===== src/dac_input_pkg.sv =====
// Constants of the dual serial input latch.
package dac_input_pkg;
  localparam int WORD_BITS = 18;
  localparam int FIFO_DEPTH = 8;
  localparam logic [17:0] HOLD_RESET = 18'h00000;
  localparam int CLK_HZ = 10000000;
  localparam int MIN_BIT_RATE_HZ = 13500000;
  localparam int SYNC_STAGES = 2;
  localparam int LEFT_TAG = 0;
  localparam int RIGHT_TAG = 1;
endpackage


===== src/word_fifo.sv =====
// Small flip-flop FIFO with valid/ready on both sides.
`timescale 1ns/1ps
`default_nettype none
module word_fifo #(
  parameter int WIDTH = 19,
  parameter int DEPTH = 8
) (
  input wire logic mclk_i, // System clock.
  input wire logic rst_b_i, // Asynchronous reset, active low.
  input wire logic ce_i, // Clock enable.
  input wire logic [WIDTH-1:0] in_data_i, // Word written.
  input wire logic in_valid_i, // Write request.
  output logic in_ready_o, // Not full.
  output logic [WIDTH-1:0] out_data_o, // Head word.
  output logic out_valid_o, // Not empty.
  input wire logic out_ready_i // Drain request.
);
  localparam int AW = $clog2(DEPTH);
  initial
  begin
    if (DEPTH < 2 || (1 << AW) != DEPTH)
      $error("DEPTH must be a power of two, at least 2");
  end
  logic [WIDTH-1:0] mem_q [DEPTH];
  logic [AW:0] wr_q;
  logic [AW:0] rd_q;
  logic push;
  logic pop;
  assign in_ready_o = (wr_q - rd_q) != (AW+1)'(DEPTH);
  assign out_valid_o = wr_q != rd_q;
  assign out_data_o = mem_q[rd_q[AW-1:0]];
  assign push = ce_i && in_valid_i && in_ready_o;
  assign pop = ce_i && out_valid_o && out_ready_i;
  always_ff @(posedge mclk_i or negedge rst_b_i)
  begin
    if (!rst_b_i)
      wr_q <= '0;
    else if (push)
      wr_q <= wr_q + 1'b1;
  end
  always_ff @(posedge mclk_i or negedge rst_b_i)
  begin
    if (!rst_b_i)
      rd_q <= '0;
    else if (pop)
      rd_q <= rd_q + 1'b1;
  end
  always_ff @(posedge mclk_i)
  begin
    if (push)
      mem_q[wr_q[AW-1:0]] <= in_data_i;
  end
endmodule
`default_nettype wire


===== src/dual_dac_serial_input_latch.sv =====
// Dual serial input registers with latch-driven holding registers.
`timescale 1ns/1ps
`default_nettype none
// Overview of operation
// Each channel shifts in one data bit per rising bit clock edge.
// Sender supplies 18-bit two's complement words, MSB first.
// Falling latch edge copies the last 18 shifted bits to holding; here the word passes the FIFO and loads when conv_ready_i pops it.
// Left latch and data serve left only; right likewise.
// One shared bit clock feeds both shift registers.
// Bit clock rates of at least 13.5 MHz must be accepted; the sampled bit clock here is limited to 2.5 MHz (mclk / 4).
// At 16x oversampling words arrive at 705.6 kHz per channel.
// Shared-line sender clocks all 18 bits before strobing the latch.
// Latching both channels together loads their words simultaneously; here the right word loads one cycle after the left.
// A single word strobe may drive both latch inputs.
// Two independent 18-bit input registers, each feeding a converter.
// Holding registers keep value between latch falling edges.
module dual_dac_serial_input_latch #(
  parameter int WIDTH = dac_input_pkg::WORD_BITS,
  parameter int DEPTH = dac_input_pkg::FIFO_DEPTH
) (
  input wire logic mclk_i, // System clock, 10 MHz.
  input wire logic rst_b_i, // Asynchronous reset, active low.
  input wire logic ce_i, // Clock enable; low freezes all state.
  input wire logic bit_clk_i, // Shared serial bit clock pin.
  input wire logic left_serial_in_i, // Left serial data pin.
  input wire logic right_serial_in_i, // Right serial data pin.
  input wire logic left_update_strobe_i, // Left latch pin.
  input wire logic right_update_strobe_i, // Right latch pin.
  input wire logic conv_ready_i, // Converter side accepts a word.
  output logic [WIDTH-1:0] left_hold_o, // Left converter word.
  output logic [WIDTH-1:0] right_hold_o, // Right converter word.
  output logic left_update_o, // Pulse: left word updated.
  output logic right_update_o, // Pulse: right word updated.
  output logic latch_ready_o // FIFO can take a latched word.
);
  initial
  begin
    if (WIDTH != dac_input_pkg::WORD_BITS)
      $error("WIDTH must equal the serial word length");
  end
  // The bit clock is sampled, so it must stay at or below mclk / 4.
  // Faster bit clocks are missed: the cost of sampling on one clock.
  localparam int MAX_BIT_HZ = dac_input_pkg::CLK_HZ / 4;

  // Two-flop synchronisers for all pins.
  logic [3:1] s1_q;
  logic [3:1] s2_q;
  logic [3:1] s3_q;
  always_ff @(posedge mclk_i or negedge rst_b_i)
  begin
    if (!rst_b_i)
    begin
      s1_q <= 3'h7;
      s2_q <= 3'h7;
    end
    else if (ce_i)
    begin
      s1_q <= {bit_clk_i, left_update_strobe_i, right_update_strobe_i};
      s2_q <= s1_q;
    end
  end
  logic lsync1_q;
  logic rsync1_q;
  logic lsync2_q;
  logic rsync2_q;
  always_ff @(posedge mclk_i or negedge rst_b_i)
  begin
    if (!rst_b_i)
    begin
      lsync1_q <= 1'b0;
      rsync1_q <= 1'b0;
      lsync2_q <= 1'b0;
      rsync2_q <= 1'b0;
    end
    else if (ce_i)
    begin
      lsync1_q <= left_serial_in_i;
      rsync1_q <= right_serial_in_i;
      lsync2_q <= lsync1_q;
      rsync2_q <= rsync1_q;
    end
  end
  always_ff @(posedge mclk_i or negedge rst_b_i)
  begin
    if (!rst_b_i)
      s3_q <= 3'h7;
    else if (ce_i)
      s3_q <= s2_q;
  end
  logic clk_rise;
  logic left_strobe_fall;
  logic right_strobe_fall;
  assign clk_rise = s2_q[3] && !s3_q[3];
  assign left_strobe_fall = !s2_q[2] && s3_q[2];
  assign right_strobe_fall = !s2_q[1] && s3_q[1];

  // Shift registers, one per channel, from the one shared bit clock.
  logic [WIDTH-1:0] lsh_q;
  logic [WIDTH-1:0] rsh_q;
  always_ff @(posedge mclk_i or negedge rst_b_i)
  begin
    if (!rst_b_i)
    begin
      lsh_q <= '0;
      rsh_q <= '0;
    end
    else if (ce_i && clk_rise)
    begin
      lsh_q <= {lsh_q[WIDTH-2:0], lsync2_q};
      rsh_q <= {rsh_q[WIDTH-2:0], rsync2_q};
    end
  end

  // Latched words pass through the FIFO tagged with their channel.
  logic [WIDTH:0] f_in;
  logic f_valid;
  logic f_ready;
  logic [WIDTH:0] f_out;
  logic f_out_valid;
  logic f_pop;
  logic pend_r_q;
  logic [WIDTH-1:0] pend_w_q;
  // When both latch together, or the FIFO is full, the right word waits in pend_w_q until the FIFO has room.
  always_ff @(posedge mclk_i or negedge rst_b_i)
  begin
    if (!rst_b_i)
    begin
      pend_r_q <= 1'b0;
      pend_w_q <= '0;
    end
    else if (ce_i)
    begin
      if (right_strobe_fall && (left_strobe_fall || pend_r_q || !f_ready))
      begin
        pend_r_q <= 1'b1;
        pend_w_q <= rsh_q;
      end
      else if (pend_r_q && f_ready && !left_strobe_fall)
        pend_r_q <= 1'b0;
    end
  end
  always_comb
  begin
    f_valid = 1'b0;
    f_in = '0;
    if (left_strobe_fall)
    begin
      f_valid = 1'b1;
      f_in = {1'b0, lsh_q};
    end
    else if (pend_r_q)
    begin
      f_valid = 1'b1;
      f_in = {1'b1, pend_w_q};
    end
    else if (right_strobe_fall)
    begin
      f_valid = 1'b1;
      f_in = {1'b1, rsh_q};
    end
  end
  assign f_pop = f_out_valid && conv_ready_i;

  word_fifo #(
    .WIDTH(WIDTH + 1),
    .DEPTH(DEPTH)
  ) u_fifo (
    .mclk_i(mclk_i),
    .rst_b_i(rst_b_i),
    .ce_i(ce_i),
    .in_data_i(f_in),
    .in_valid_i(f_valid),
    .in_ready_o(f_ready),
    .out_data_o(f_out),
    .out_valid_o(f_out_valid),
    .out_ready_i(conv_ready_i)
  );

  always_ff @(posedge mclk_i or negedge rst_b_i)
  begin
    if (!rst_b_i)
      latch_ready_o <= 1'b1;
    else if (ce_i)
      latch_ready_o <= f_ready;
  end

  // Holding registers only change when their own word leaves the FIFO.
  always_ff @(posedge mclk_i or negedge rst_b_i)
  begin
    if (!rst_b_i)
    begin
      left_hold_o <= dac_input_pkg::HOLD_RESET;
      right_hold_o <= dac_input_pkg::HOLD_RESET;
      left_update_o <= 1'b0;
      right_update_o <= 1'b0;
    end
    else if (ce_i)
    begin
      left_update_o <= f_pop && !f_out[WIDTH];
      right_update_o <= f_pop && f_out[WIDTH];
      if (f_pop && !f_out[WIDTH])
        left_hold_o <= f_out[WIDTH-1:0];
      if (f_pop && f_out[WIDTH])
        right_hold_o <= f_out[WIDTH-1:0];
    end
  end
endmodule
`default_nettype wire


===== config.mk =====
export PLATFORM = sky130hd
export DESIGN_NAME = dual_dac_serial_input_latch
export DESIGN_NICKNAME = d
export VERILOG_FILES = /design/src/dac_input_pkg.sv /design/src/word_fifo.sv /design/src/dual_dac_serial_input_latch.sv
export SDC_FILE = /design/constraint.sdc
export NUM_CORES = 1
export LEC_CHECK = 0
export ABC_CLOCK_PERIOD_IN_PS = 5800
export BUFFER_PORTS_ARGS = -buffer_cell sky130_fd_sc_hd__buf_2
export CORE_UTILIZATION = 55
export CTS_CLUSTER_SIZE = 10
export DETAILED_ROUTE_END_ITERATION = 8
export GPL_TIMING_DRIVEN = 0
export HOLD_SLACK_MARGIN = 0.06
export MAX_ROUTING_LAYER = met4
export PLACE_DENSITY = 0.73
export SLEW_MARGIN = 25
export SYNTH_ARGS = -nofsm -noshare
export SYNTH_HDL_FRONTEND = slang
export SYNTH_SLANG_ARGS = --single-unit
export TNS_END_PERCENT = 30

===== constraint.sdc =====
create_clock -name mclk_i -period 5.8 [get_ports mclk_i]
set_clock_uncertainty 0.2 [all_clocks]
set_input_delay 0.87 -clock mclk_i [delete_from_list [all_inputs] [get_ports mclk_i]]
set_output_delay 0.87 -clock mclk_i [all_outputs]
set_load 0.02 [all_outputs]

======== Word-level counts from Yosys, hierarchy flattened ========
Memories as Yosys holds them, arrays and structs flattened.
Index checks and enable logic that the tools add are counted.
cells by class
  $add $sub $neg .......................... 3
  eq/ne operators ......................... 2
  mux-type cells .......................... 10
  reduce and logical (&&, ||, !) cells .... 27
operators with widths
  operator               number
  $mux W19               3
  $logic_and A1 B1 Y1    14
  $add A4 B1 Y4 const B  2
  $reduce_and A2 Y1      4
  $mux W1                7
  $logic_not A1 Y1       6
  $ne A4 B4 Y1           1
  $ne A4 B4 Y1 const B   1
  $sub A4 B4 Y4          1
  $logic_or A1 B1 Y1     2
  $reduce_bool A2 Y1     1
word-level totals
  flip-flop bits (word level) ............. 115
  bits in writable memories ............... 152
  input bits .............................. 9
  output and inout bits ................... 39
  word-level logic and storage cells ...... 61
  memories ................................ 1
memories
  memory        depth  width  rd ports  clocked after Yosys merged registers in  write ports  line             RTL
  u_fifo.mem_q  8      19     1         0                                        1            word_fifo.sv:24  logic [WIDTH-1:0] mem_q [DEPTH];

======== Longest topological paths before layout ========
Gate-level depths: netlist of run 1.
  depth in word-level cells ............... 9
  gate-level depth with buffers ........... 9
  depth with buffers taken out ............ 6

======== Modules after synthesis ========
Synthesis of run 1 repeated with hierarchy kept, for this count alone.
second synthesis, totals
  cell total of the unflattened synthesis .. 622
  area, all modules ....................... 10796.6 um2
by module, submodules not included
  module                       times used  cells each  area each (um2)  sequential area each (um2)
  word_fifo                    1           321         6331.1           4764.6
  dual_dac_serial_input_latch  1           301         4465.5           2690.1

======== Worst setup path after synthesis of run 1 ========
No wires, ideal clock.
  path type ............................... reg-to-reg
  start point ............................. register u_fifo.rd_q[1]
  end point ............................... memory u_fifo.mem_q[0][0], enable pin
  library setup time ...................... 0.444 ns
  data arrival time ....................... 3.973 ns
  data required time ...................... 5.156 ns
  slack ................................... 1.183 ns
  stages on the path, launching flop included .. 9
  buffers on the path ..................... 2
  period minus slack after synthesis ...... 4.617 ns
  cell sequence ........................... dfrtp_1 clkbuf_1 buf_1 inv_1 ha_1 nand2b_1 a211oi_2 o21ai_2 nor4_1
between the ends
  word-level cells in the longest chain between the ends .. 5
ends and longest elaborated chain
  what                           line             RTL
  start: declaration             word_fifo.sv:26  logic [AW:0] rd_q;
  start signal: assignment       word_fifo.sv:46  rd_q <= rd_q + 1'b1;
  $sub A4 B4 Y4                  word_fifo.sv:29  assign in_ready_o = (wr_q - rd_q) != (AW+1)'(DEPTH);
  $ne A4 B4 Y1                   word_fifo.sv:29
  $logic_and A1 B1 Y1            word_fifo.sv:32  assign push = ce_i && in_valid_i && in_ready_o;
  $mux W1                        word_fifo.sv:50  if (push)
  $mux W1 (not written as such)  word_fifo.sv:51  mem_q[wr_q[AW-1:0]] <= in_data_i;
  end: declaration               word_fifo.sv:24
No other way between the ends.

======== Worst setup path after layout of run 1 ========
  start point ............................. register u_fifo.rd_q[1]
  end point ............................... memory u_fifo.mem_q[0][13], enable pin
Same word-level chain as after synthesis.

==> run_results.csv, run 1 <==
group,metric,value,unit
critical_path,reg2reg_from,"u_fifo.rd_q[1]",
sta,max_slew_margin,0.348,
sta,fmax,0.228,GHz
clocking,cts_tree,"done",
yosys,yosysUniqueCellTypes,46,
critical_path,slowest_stage,"buf_1",
pwr,leakagePower,4.84,nW
cells_and_area,fill_cells,1303,
yosys,synth_edf_count,152,
pwr,pwr_density_cell,511,nW/um2
yosys,yosysTopAreaCellShare,0.428,
floorplanning,coreArea,18800,um2
sta,fin_crit_sh,0.756,
global_route,antenna_found_initial,0,
cells_and_area,final_nets,722,
clocking,numCtsBuffers,30,
drt,drt_iter0_markers,411,
clocking,clk_latency,0.55,ns
yosys,post-synth-top-area-cell,"edfxtp_1",
floorplanning,std_cell_rows,50,
cells_and_area,diodes,0,
sta,slew_viol_final,0,
place,io_buffer_count,47,
global_route,grt_pass1_wl,32300,um
yosys,synthArstFlopShare,0.431,
critical_path,crit_path_end_kind,"flip-flop",
clocking,cts-root-buf,"clkbuf_16",
yosys,synth_top_flop_cell,"edfxtp_1",
floorplanning,die_area,20000,um2
drt,wl_per_cell,20.2,um
sta,tightestPinTransition,0.978,ns
floorplanning,dieHeight,141,um
place,post-dp-hpwl,13400,um
yosys,yosysWarnings,0,
yosys,synthTopCellsByArea,"edfxtp_1 43%, dfrtp_1 25%, mux2_2 9.3%",
hold_path,min_path_type,"flip-flop to flip-flop",
global_route,grt.total_usage,0.220,
critical_path,crit_path_start,"u_fifo.rd_q[1]",
drt,routed-via-count,5633,
sta,setup_viol,0,
critical_path,slowest_delay,0.59,ns
sta,min_period,4.38,ns
critical_path,crit_path_cell_trace,"clkbuf_1, buf_1, inv_1, ha_1, nand2b_1, a211oi_2, o21ai_2, nor4_2, buf_4, buf_2",
clocking,cts_resized,0,
yosys,synth-seq-cells,267,
critical_path,worstPathArrival,4.41,ns
global_route,grt_overflow,0,
drt,routed_wl,20000,um
drt,drtPass1Iterations,5,
yosys,synth_common_cells,"152 x edfxtp_1, 105 x dfrtp_1, 88 x mux2_2",
yosys,syn_nets,630,
pwr,irDropWorstVdd,270,uV
yosys,netlist_area,10700,um2
clocking,clk_pin_slew_worst_paths,0.06,ns
yosys,ys_seq_area_frac,0.699,
pwr,power,6.25,mW
job,maxCapViolCount,0,
outcome,status,"finished, final reports clean",
global_route,grt_max_degree,79,
critical_path,startpoint_type,"flip-flop",
clocking,clkSinkCount,267,
critical_path,cp_num_buf_inv,5,
floorplanning,die_w,141,um
yosys,netlist_instances,616,
floorplanning,start_util,0.566,
global_route,grt_pass1_vias,5886,
place,dp_cells,935,
critical_path,cp.required,5.83,ns
yosys,syn_avg_cell_area,17.3,um2
sta,rsz0062_at_grt,"no",
critical_path,critical_path_class,"flip-flop to flip-flop",
drt,drc,0,
cells_and_area,area_growth,14.8,%
cells_and_area,final_cells,990,
hold_path,hold_start,"right_update_o",
clocking,htree_levels,1,
drt,drtAntennaViolNets,0,
cells_and_area,drive_gt1_frac,0.352,
floorplanning,pin_count,48,
yosys,synth.most_common_cell,"edfxtp_1",
critical_path,crit_fanout,10,
place,gp_congestion,0.761,
clocking,cts_buffer_depth,3,
drt,via_per_inst,5.69,
sta,finalSetupTns,0,ns
sta,finalHoldViolCount,0,
critical_path,critPathTopFamily,"buffers and inverters",
## routing by layer
layer,vias up,wire length (um),part of all wire,track usage
met5,-,0,0,-
met4,0,413,0.021,0.0612
met3,32,1100,0.055,0.0310
met2,184,10200,0.51,0.369
met1,2885,8240,0.41,0.283
li1,2532,-,-,-
## cell type report
class	count	area, um2	area share
multi-input combinational	315	3100	0.253
clock inverter	1	16.3	0.00133
sequential	267	7450	0.609
timing repair buffer	60	357	0.0291
buffer	29	138	0.0112
clock buffer	53	837	0.0684
tap	260	325	0.0266
inverter	5	18.8	0.00153
## flip-flops by register name, summed over array words and instances (netlist names)
name / cells
s3_q: 3
rsync2_q: 1
u_fifo.rd_q: 4
s2_q: 3
right_hold_o: 18
pend_r_q: 1
lsync2_q: 1
lsh_q: 18
left_update_o: 1
right_update_o: 1
u_fifo.mem_q: 152
lsync1_q: 1
rsh_q: 18
latch_ready_o: 1
s1_q: 3
left_hold_o: 18
pend_w_q: 18
rsync1_q: 1
u_fifo.wr_q: 4
## kinds of logic after synthesis
kind of cell,count (synthesis),synth area share
adders and majority gates,5,0.00587
xor gates and xnor gates,8,0.00657
DFF,267,0.699
buffers and inverters,34,0.0147
AOI/OAI and AO/OA,38,0.0314
muxes,143,0.195
and+or+nand+nor,121,0.0472
## per-stage QoR
stage                     hold slack [ns]  area, um2  setup WS, ns  utilization
after floorplan                     0.258      10700          1.18            -
after global placement              0.265      11200        -0.775        0.596
after detailed placement            0.274      11400          1.43        0.604
after CTS                           0.289      12200          1.39        0.650
after global routing                0.293      12200          1.16        0.650
final                               0.283      12200          1.42        0.650
## power by group
part / internal [mW] / leakage (nW) / switching (mW) / total [mW]
Clock: 0.964 / 0.404 / 0.681 / 1.64
Sequential: 2.48 / 2.84 / 0.224 / 2.70
Combinational: 0.825 / 1.59 / 1.08 / 1.91
## final timing paths
kind                                        to  slack, ns  cells after the start
max                        u_fifo.mem_q[0][13]       1.42                     10
min                             right_update_o       0.28                      1
max reg2reg                u_fifo.mem_q[0][13]       1.42                     10
min reg2reg                     right_update_o       0.28                      1
max in group asynchronous              s1_q[2]       4.05                      3
min in group asynchronous     right_hold_o[17]       0.60                      2
## repair_timing
| item | in CTS | in global routing |
|---|---|---|
| setup buffers | 0 | 0 |
| hold endpoints to repair | 37 | 0 |
| hold buffers | 1 | 0 |
## worst register-to-register path, stage by stage, from the launching register on
cell	delay, ns
dfrtp_1	0.44
clkbuf_1	0.50
buf_1	0.59
inv_1	0.16
ha_1	0.27
nand2b_1	0.18
a211oi_2	0.46
o21ai_2	0.21
nor4_2	0.52
buf_4	0.29
buf_2	0.22
## cells in the final DEF (no fill, tap or decap), types with 18 or more instances in the layout
cell type / instances
a221oi_1: 18
buf_2: 53
clkbuf_1: 41
clkbuf_16: 30
dfrtp_1: 105
edfxtp_1: 152
mux2_2: 88
mux4_2: 38
nand2_1: 59
nor2_1: 41
Note: power is estimated with default switching activity, not from simulation.
==> run 2, diff against run 1 <==
--- a/config.mk
+++ b/config.mk
@@ -5,7 +5,8 @@
 export SDC_FILE = /design/constraint.sdc
 export NUM_CORES = 1
 export LEC_CHECK = 0
-export ABC_CLOCK_PERIOD_IN_PS = 5800
+export ABC_AREA = 1
+export ABC_CLOCK_PERIOD_IN_PS = 3900
 export BUFFER_PORTS_ARGS = -buffer_cell sky130_fd_sc_hd__buf_2
 export CORE_UTILIZATION = 55
 export CTS_CLUSTER_SIZE = 10
@@ -13,7 +14,7 @@
 export GPL_TIMING_DRIVEN = 0
 export HOLD_SLACK_MARGIN = 0.06
 export MAX_ROUTING_LAYER = met4
-export PLACE_DENSITY = 0.73
+export PLACE_DENSITY = 0.76
 export SLEW_MARGIN = 25
 export SYNTH_ARGS = -nofsm -noshare
 export SYNTH_HDL_FRONTEND = slang
==> constraint.sdc (replaced) <==
create_clock -name mclk_i -period 3.9 [get_ports mclk_i]
set_clock_uncertainty 0.2 [all_clocks]
set_input_delay 0.585 -clock mclk_i [delete_from_list [all_inputs] [get_ports mclk_i]]
set_output_delay 0.585 -clock mclk_i [all_outputs]
set_load 0.02 [all_outputs]
==> run_results.csv, run 2 <==
group,metric,value,unit
drt,drc,0,
critical_path,reg2reg_to,"u_fifo.mem_q[5][12]",
yosys,synth_top_flop_cell,"edfxtp_1",
drt,routed-via-count,7821,
pwr,irDropWorstVdd,450,uV
sta,setup_viol,0,
sta,slew_viol_final,0,
yosys,syn_avg_cell_area,10.6,um2
pwr,pwr_density_cell,788,nW/um2
place,gp_congestion,0.869,
clocking,htree_levels,1,
global_route,grt_overflow,0,
drt,top_layer,"met4",
sta,holdWs,0.223,ns
place,io_buffer_count,47,
sta,min_period,3.66,ns
hold_path,min_path_type,"input pin to flip-flop",
critical_path,crit_path_frequent_cell,"nand2_1",
pwr,clock_power_share,0.250,
yosys,post-synth-top-area-cell,"edfxtp_1",
yosys,synth_edf_count,152,
sta,finalSetupTns,0,ns
drt,wl_met3,1950,um
place,post_dp_cell_area,11700,um2
clocking,numCtsBuffers,30,
sta,max_slew_margin,0.451,
cells_and_area,fin_util,0.649,
place,place_ws,0.165,ns
global_route,grt_pass1_vias,7450,
outcome,status,"finished, final reports clean",
job,maxCapViolCount,0,
cells_and_area,fill_cells,1495,
floorplanning,coreArea,19600,um2
critical_path,slowest_delay,0.61,ns
critical_path,crit_path_cell_trace,"inv_2, buf_2, buf_2, ha_1, nand2_1, inv_1, nand2_1, inv_1, nand3_2, nand2_1, inv_1, nand2_1, nor2_4",
yosys,synthTopCellsByArea,"edfxtp_1 41%, dfrtp_1 24%, nand2_1 8.8%",
pwr,power_frac_comb,0.346,
critical_path,reg2reg_from,"u_fifo.rd_q[1]",
sta,fin_crit_sh,0.938,
yosys,synthArstFlopShare,0.431,
floorplanning,dieHeight,144,um
cells_and_area,finalInstanceArea,12700,um2
yosys,netlist_instances,1047,
critical_path,slowest_stage,"nor2_4",
sta,tightestPinTransition,0.820,ns
global_route,grt_max_degree,74,
critical_path,crit_path_start,"u_fifo.rd_q[1]",
cells_and_area,largest_reg_flops,152,
cells_and_area,final_nets,1150,
drt,via_per_inst,5.49,
floorplanning,die_w,144,um
drt,met2_length,12000,um
sta,rsz0062_at_grt,"no",
cells_and_area,final_cell_mix,"259 x nand2_1, 152 x edfxtp_1, 106 x nor2_1",
cells_and_area,final_common_cell,"nand2_1",
cells_and_area,multi_input_area,3180,um2
clocking,cts_tree,"done",
yosys,netlist_area,11100,um2
drt,drt_iter0_markers,746,
pwr,leakagePower,5.31,nW
pwr,p_switching,3.80,mW
global_route,antenna_found_initial,0,
critical_path,startpoint_type,"flip-flop",
critical_path,critical_path_class,"flip-flop to flip-flop",
clocking,clk_latency,0.54,ns
sta,fmax,0.273,GHz
critical_path,rrSetupSlack,0.24,ns
cells_and_area,diodes,0,
drt,m1WireLength,10400,um
clocking,cts_buffer_depth,3,
sta,setup_slack,0.243,ns
cells_and_area,drive_gt1_frac,0.143,
critical_path,crit_path_end_kind,"flip-flop",
yosys,syn_nets,1061,
drt,drtAntennaViolNets,0,
critical_path,r2r_cells,13,
pwr,swShare,0.380,
drt,routed_wl,24900,um
yosys,yosysUniqueCellTypes,31,
cells_and_area,area_growth,14.8,%
global_route,grt.total_usage,0.258,
critical_path,crit_end,"u_fifo.mem_q[5][12]",
floorplanning,die_area,20700,um2
floorplanning,pin_count,48,
critical_path,crit_fanout,19,
pwr,pwr-share-seq,0.404,
place,post-dp-hpwl,16100,um
yosys,synth-seq-cells,267,
drt,drtPass1Iterations,5,
pwr,p_int,6.22,mW
sta,finalHoldViolCount,0,
floorplanning,std_cell_rows,51,
cells_and_area,seqCellArea,7450,um2
yosys,synth.most_common_cell,"nand2_1",
clocking,cts-root-buf,"clkbuf_16",
yosys,synth_common_cells,"260 x nand2_1, 152 x edfxtp_1, 114 x nor2_1",
global_route,grt_pass1_wl,39300,um
critical_path,worstPathArrival,3.61,ns
clocking,clkSinkCount,267,
floorplanning,start_util,0.565,
yosys,yosysTopAreaCellShare,0.412,
yosys,ys_seq_area_frac,0.673,
critical_path,cp.required,3.86,ns
yosys,yosysWarnings,0,
clocking,clk_pin_slew_worst_paths,0.05,ns
drt,wl_per_cell,17.5,um
[run 2: changes by cell type in the layout (fill, tap and decap cells not counted), moves of 12 or more]
cell / previous run / this run
o211ai_1: 3 / 17
nand3_1: 0 / 80
inv_1: 4 / 46
o21ai_1: 0 / 23
clkbuf_1: 41 / 53
nand2_1: 59 / 259
nand2_2: 1 / 20
mux4_2: 38 / 0
mux2_2: 88 / 1
a221oi_1: 18 / 0
o21ai_0: 3 / 105
o22ai_1: 0 / 18
nor2_1: 41 / 106
[run 2: layout make-up]
cell class              instances  area share
plain buffers                  57      0.0232
clock buffers                  55      0.0681
inverters                      53      0.0157
multi-input cells             670       0.251
flip-flops and latches        267       0.587
well taps                     265      0.0261
repair buffers                 57      0.0296
[run 2: power groups by stage]
stage	Sequential [mW]	Clock [mW]	Combinational, mW
3_5_place_dp	4.08	0	3.41
6_report	4.05	2.50	3.47
2_1_floorplan	4.23	0	2.13
5_1_grt	4.11	2.64	3.86
4_1_cts	4.04	2.54	3.44
3_3_place_gp	4.07	0	3.28
[run 2: critical path, delay by kind of cell (launching register included)]
kind / cells / cell delay, ns
adder cells (fa/ha/maj): 1 / 0.28
flip-flops: 1 / 0.45
AND/OR/NAND/NOR: 6 / 1.41
buffers and inverters: 6 / 0.91
[run 2: what timing repair did]
item	4_1_cts	5_1_grt
gates resized for setup	0	1
setup buffers	0	3
hold buffers	6	0
endpoints found under the hold margin	47	0
setup endpoints to repair	0	76
[run 2: worst min-delay path by stage]
stage          cells after the start     from              to
2_1_floorplan                      0  rst_b_i  left_hold_o[0]
3_3_place_gp                       2  s1_q[2]         s1_q[2]
3_5_place_dp                       2  s1_q[3]         s2_q[3]
4_1_cts                            4     ce_i         s3_q[2]
5_1_grt                            3     ce_i         s3_q[1]
6_report                           4     ce_i         s3_q[2]
[run 2: metrics by stage]
step | total power, mW | cells
floorplan | 6.36 | 1047
global placement | 7.35 | 1359
detailed placement | 7.49 | 1360
CTS | 10.0 | 1421
global route | 10.6 | 1424
finish | 10.0 | 1424
[run 2: per-layer routing]
layer | up-vias | GRT usage
li1 | 3721 | -
met1 | 3692 | 0.336
met2 | 358 | 0.424
met3 | 50 | 0.0357
met4 | 0 | 0.0717
met5 | - | -
[run 2: cell families (layout without fill, tap and decap cells)]
| family | count (synthesis) | in the layout | share of synthesized area |
|---|---|---|---|
| buf+inv | 110 | 222 | 0.0446 |
| compound gates | 175 | 175 | 0.0860 |
| fa+ha+maj | 5 | 5 | 0.00565 |
| simple gates | 484 | 484 | 0.185 |
| mux | 1 | 1 | 0.00102 |
| flops | 267 | 267 | 0.673 |
| xor+xnor | 5 | 5 | 0.00396 |
==> run 3, diff against run 2 <==
--- a/config.mk
+++ b/config.mk
@@ -7,7 +7,7 @@
 export LEC_CHECK = 0
 export ABC_AREA = 1
 export ABC_CLOCK_PERIOD_IN_PS = 3900
-export BUFFER_PORTS_ARGS = -buffer_cell sky130_fd_sc_hd__buf_2
+export BUFFER_PORTS_ARGS = -buffer_cell sky130_fd_sc_hd__clkbuf_2
 export CORE_UTILIZATION = 55
 export CTS_CLUSTER_SIZE = 10
 export DETAILED_ROUTE_END_ITERATION = 8
==> run_results.csv, run 3 (synthesized netlist as in run 2, its figures left out) <==
group,metric,value,unit
outcome,status,"finished, final reports clean",
critical_path,crit_path_frequent_cell,"nand2_1",
place,io_buffer_count,47,
drt,drc,0,
place,gp_congestion,0.859,
floorplanning,pin_count,48,
sta,max_slew_margin,0.428,
clocking,numCtsBuffers,30,
drt,routed-via-count,7879,
cells_and_area,final_common_cell,"nand2_1",
floorplanning,std_cell_rows,51,
critical_path,r2r_cells,13,
global_route,antenna_found_initial,0,
pwr,leakagePower,5.30,nW
drt,via_per_inst,5.53,
clocking,clk_pin_slew_worst_paths,0.06,ns
clocking,cts_buffer_depth,3,
hold_path,whs_endpoint,"s3_q[2]",
sta,setup_slack,0.166,ns
global_route,grt_max_degree,75,
drt,wl_per_cell,17.7,um
drt,drt_iter0_markers,526,
cells_and_area,largest_reg_flops,152,
critical_path,reg2reg_from,"u_fifo.rd_q[1]",
floorplanning,die_w,144,um
drt,drtPass1Iterations,5,
sta,rsz0062_at_grt,"no",
global_route,grt_overflow,0,
drt,drtAntennaViolNets,0,
clocking,clk_latency,0.55,ns
critical_path,crit_fanout,19,
sta,tightestPinTransition,0.855,ns
cells_and_area,final_nets,1150,
place,place_ws,0.165,ns
drt,routed_wl,25300,um
critical_path,slowest_delay,0.60,ns
sta,fin_crit_sh,0.957,
job,maxCapViolCount,0,
critical_path,critical_path_class,"flip-flop to flip-flop",
clocking,cts_tree,"done",
critical_path,slowest_stage,"nor2_4",
critical_path,rrSetupSlack,0.17,ns
cells_and_area,fin_util,0.648,
sta,setup_viol,0,
global_route,grt_pass1_vias,7705,
critical_path,startpoint_type,"flip-flop",
hold_path,hold_depth,4,
pwr,pwr_density_cell,794,nW/um2
global_route,grt_pass1_wl,40400,um
cells_and_area,diodes,0,
cells_and_area,final_cells,1425,
floorplanning,start_util,0.565,
clocking,cts-root-buf,"clkbuf_16",
cells_and_area,drive_gt1_frac,0.143,
critical_path,reg2reg_to,"u_fifo.mem_q[5][11]",
sta,slew_viol_final,0,
hold_path,hold_start,"ce_i",
sta,min_period,3.73,ns
clocking,clkSinkCount,267,
floorplanning,dieHeight,144,um
sta,finalHoldViolCount,0,
pwr,power,10.1,mW
critical_path,worstPathArrival,3.70,ns
place,post-dp-hpwl,16500,um
sta,fmax,0.268,GHz
floorplanning,die_area,20700,um2
place,dp_cells,1361,
clocking,htree_levels,1,
critical_path,crit_path_end_kind,"flip-flop",
global_route,grt.total_usage,0.265,
pwr,irDropWorstVdd,479,uV
critical_path,cp.required,3.87,ns
cells_and_area,final_cell_mix,"259 x nand2_1, 152 x edfxtp_1, 106 x nor2_1",
cells_and_area,area_growth,14.8,%
hold_path,min_path_type,"input pin to flip-flop",
critical_path,crit_path_cell_trace,"inv_2, buf_2, buf_2, ha_1, nand2_1, inv_1, nand2_1, inv_1, nand3_2, nand2_1, inv_1, nand2_1, nor2_4",
floorplanning,coreArea,19600,um2
run 3: changes by cell type in the layout (fill, tap and decap cells not counted):
cell / previous run / this run
clkbuf_2: 0 / 46
clkbuf_1: 53 / 54
buf_2: 62 / 16
buf_12: 3 / 2
clkbuf_8: 0 / 1
run 3: how the worst max path moves through the flow:
stage	start	slack (ns)	endpoint	cells after the start
floorplan	u_fifo.rd_q[1]	0.70	u_fifo.mem_q[0][0]	13
global placement	u_fifo.rd_q[1]	-0.59	u_fifo.mem_q[4][11]	13
detailed placement	u_fifo.rd_q[1]	0.17	u_fifo.mem_q[4][12]	13
CTS	u_fifo.rd_q[1]	0.11	u_fifo.mem_q[4][7]	13
global route	u_fifo.rd_q[1]	0.04	u_fifo.mem_q[3][10]	13
finish	u_fifo.rd_q[1]	0.17	u_fifo.mem_q[5][11]	13
run 3: where the power goes:
group          switching (mW)  internal [mW]  leakage (nW)
clock                    1.06           1.48         0.412
combinational            2.45           1.04          2.05
sequential              0.359           3.70          2.84
total                    3.87           6.21          5.30
run 3: repair_timing:
item                                    CTS  global route
setup buffers                             0             2
endpoints found under the hold margin    46             0
endpoints found under the setup margin    0            82
hold buffers                              6             0
gates resized for setup                   0             2
run 3: layout make-up:
class | count | area (um2)
sequential | 267 | 7450
fill | 1529 | 6890
multi-input combinational | 670 | 3180
clock buffer | 56 | 870
timing repair buffer | 57 | 370
tap | 265 | 332
buffer | 57 | 295
inverter | 53 | 199
run 3: stage by stage:
step / hold WS [ns] / area, um2 / TNS (ns)
floorplan: 0.0894 / 11100 / 0
global placement: 0.252 / 11600 / -70.68
detailed placement: 0.255 / 11700 / 0
CTS: 0.194 / 12700 / 0
global route: 0.220 / 12700 / 0
finish: 0.218 / 12700 / 0
run 3: metal layers:
| metal | vias up | global-route usage | wire (um) |
|---|---|---|---|
| li1 | 3715 | - | - |
| met1 | 3784 | 0.333 | 10100 |
| met2 | 328 | 0.445 | 12500 |
| met3 | 52 | 0.0430 | 2030 |
| met4 | 0 | 0.0795 | 605 |
| met5 | - | - | 0 |
run 3: worst max-delay path, delay by kind of cell (launching register included):
kind	cells	cell delay, ns
adders and majority gates	1	0.29
and+or+nand+nor	6	1.41
DFF	1	0.45
buffers and inverters	6	0.97
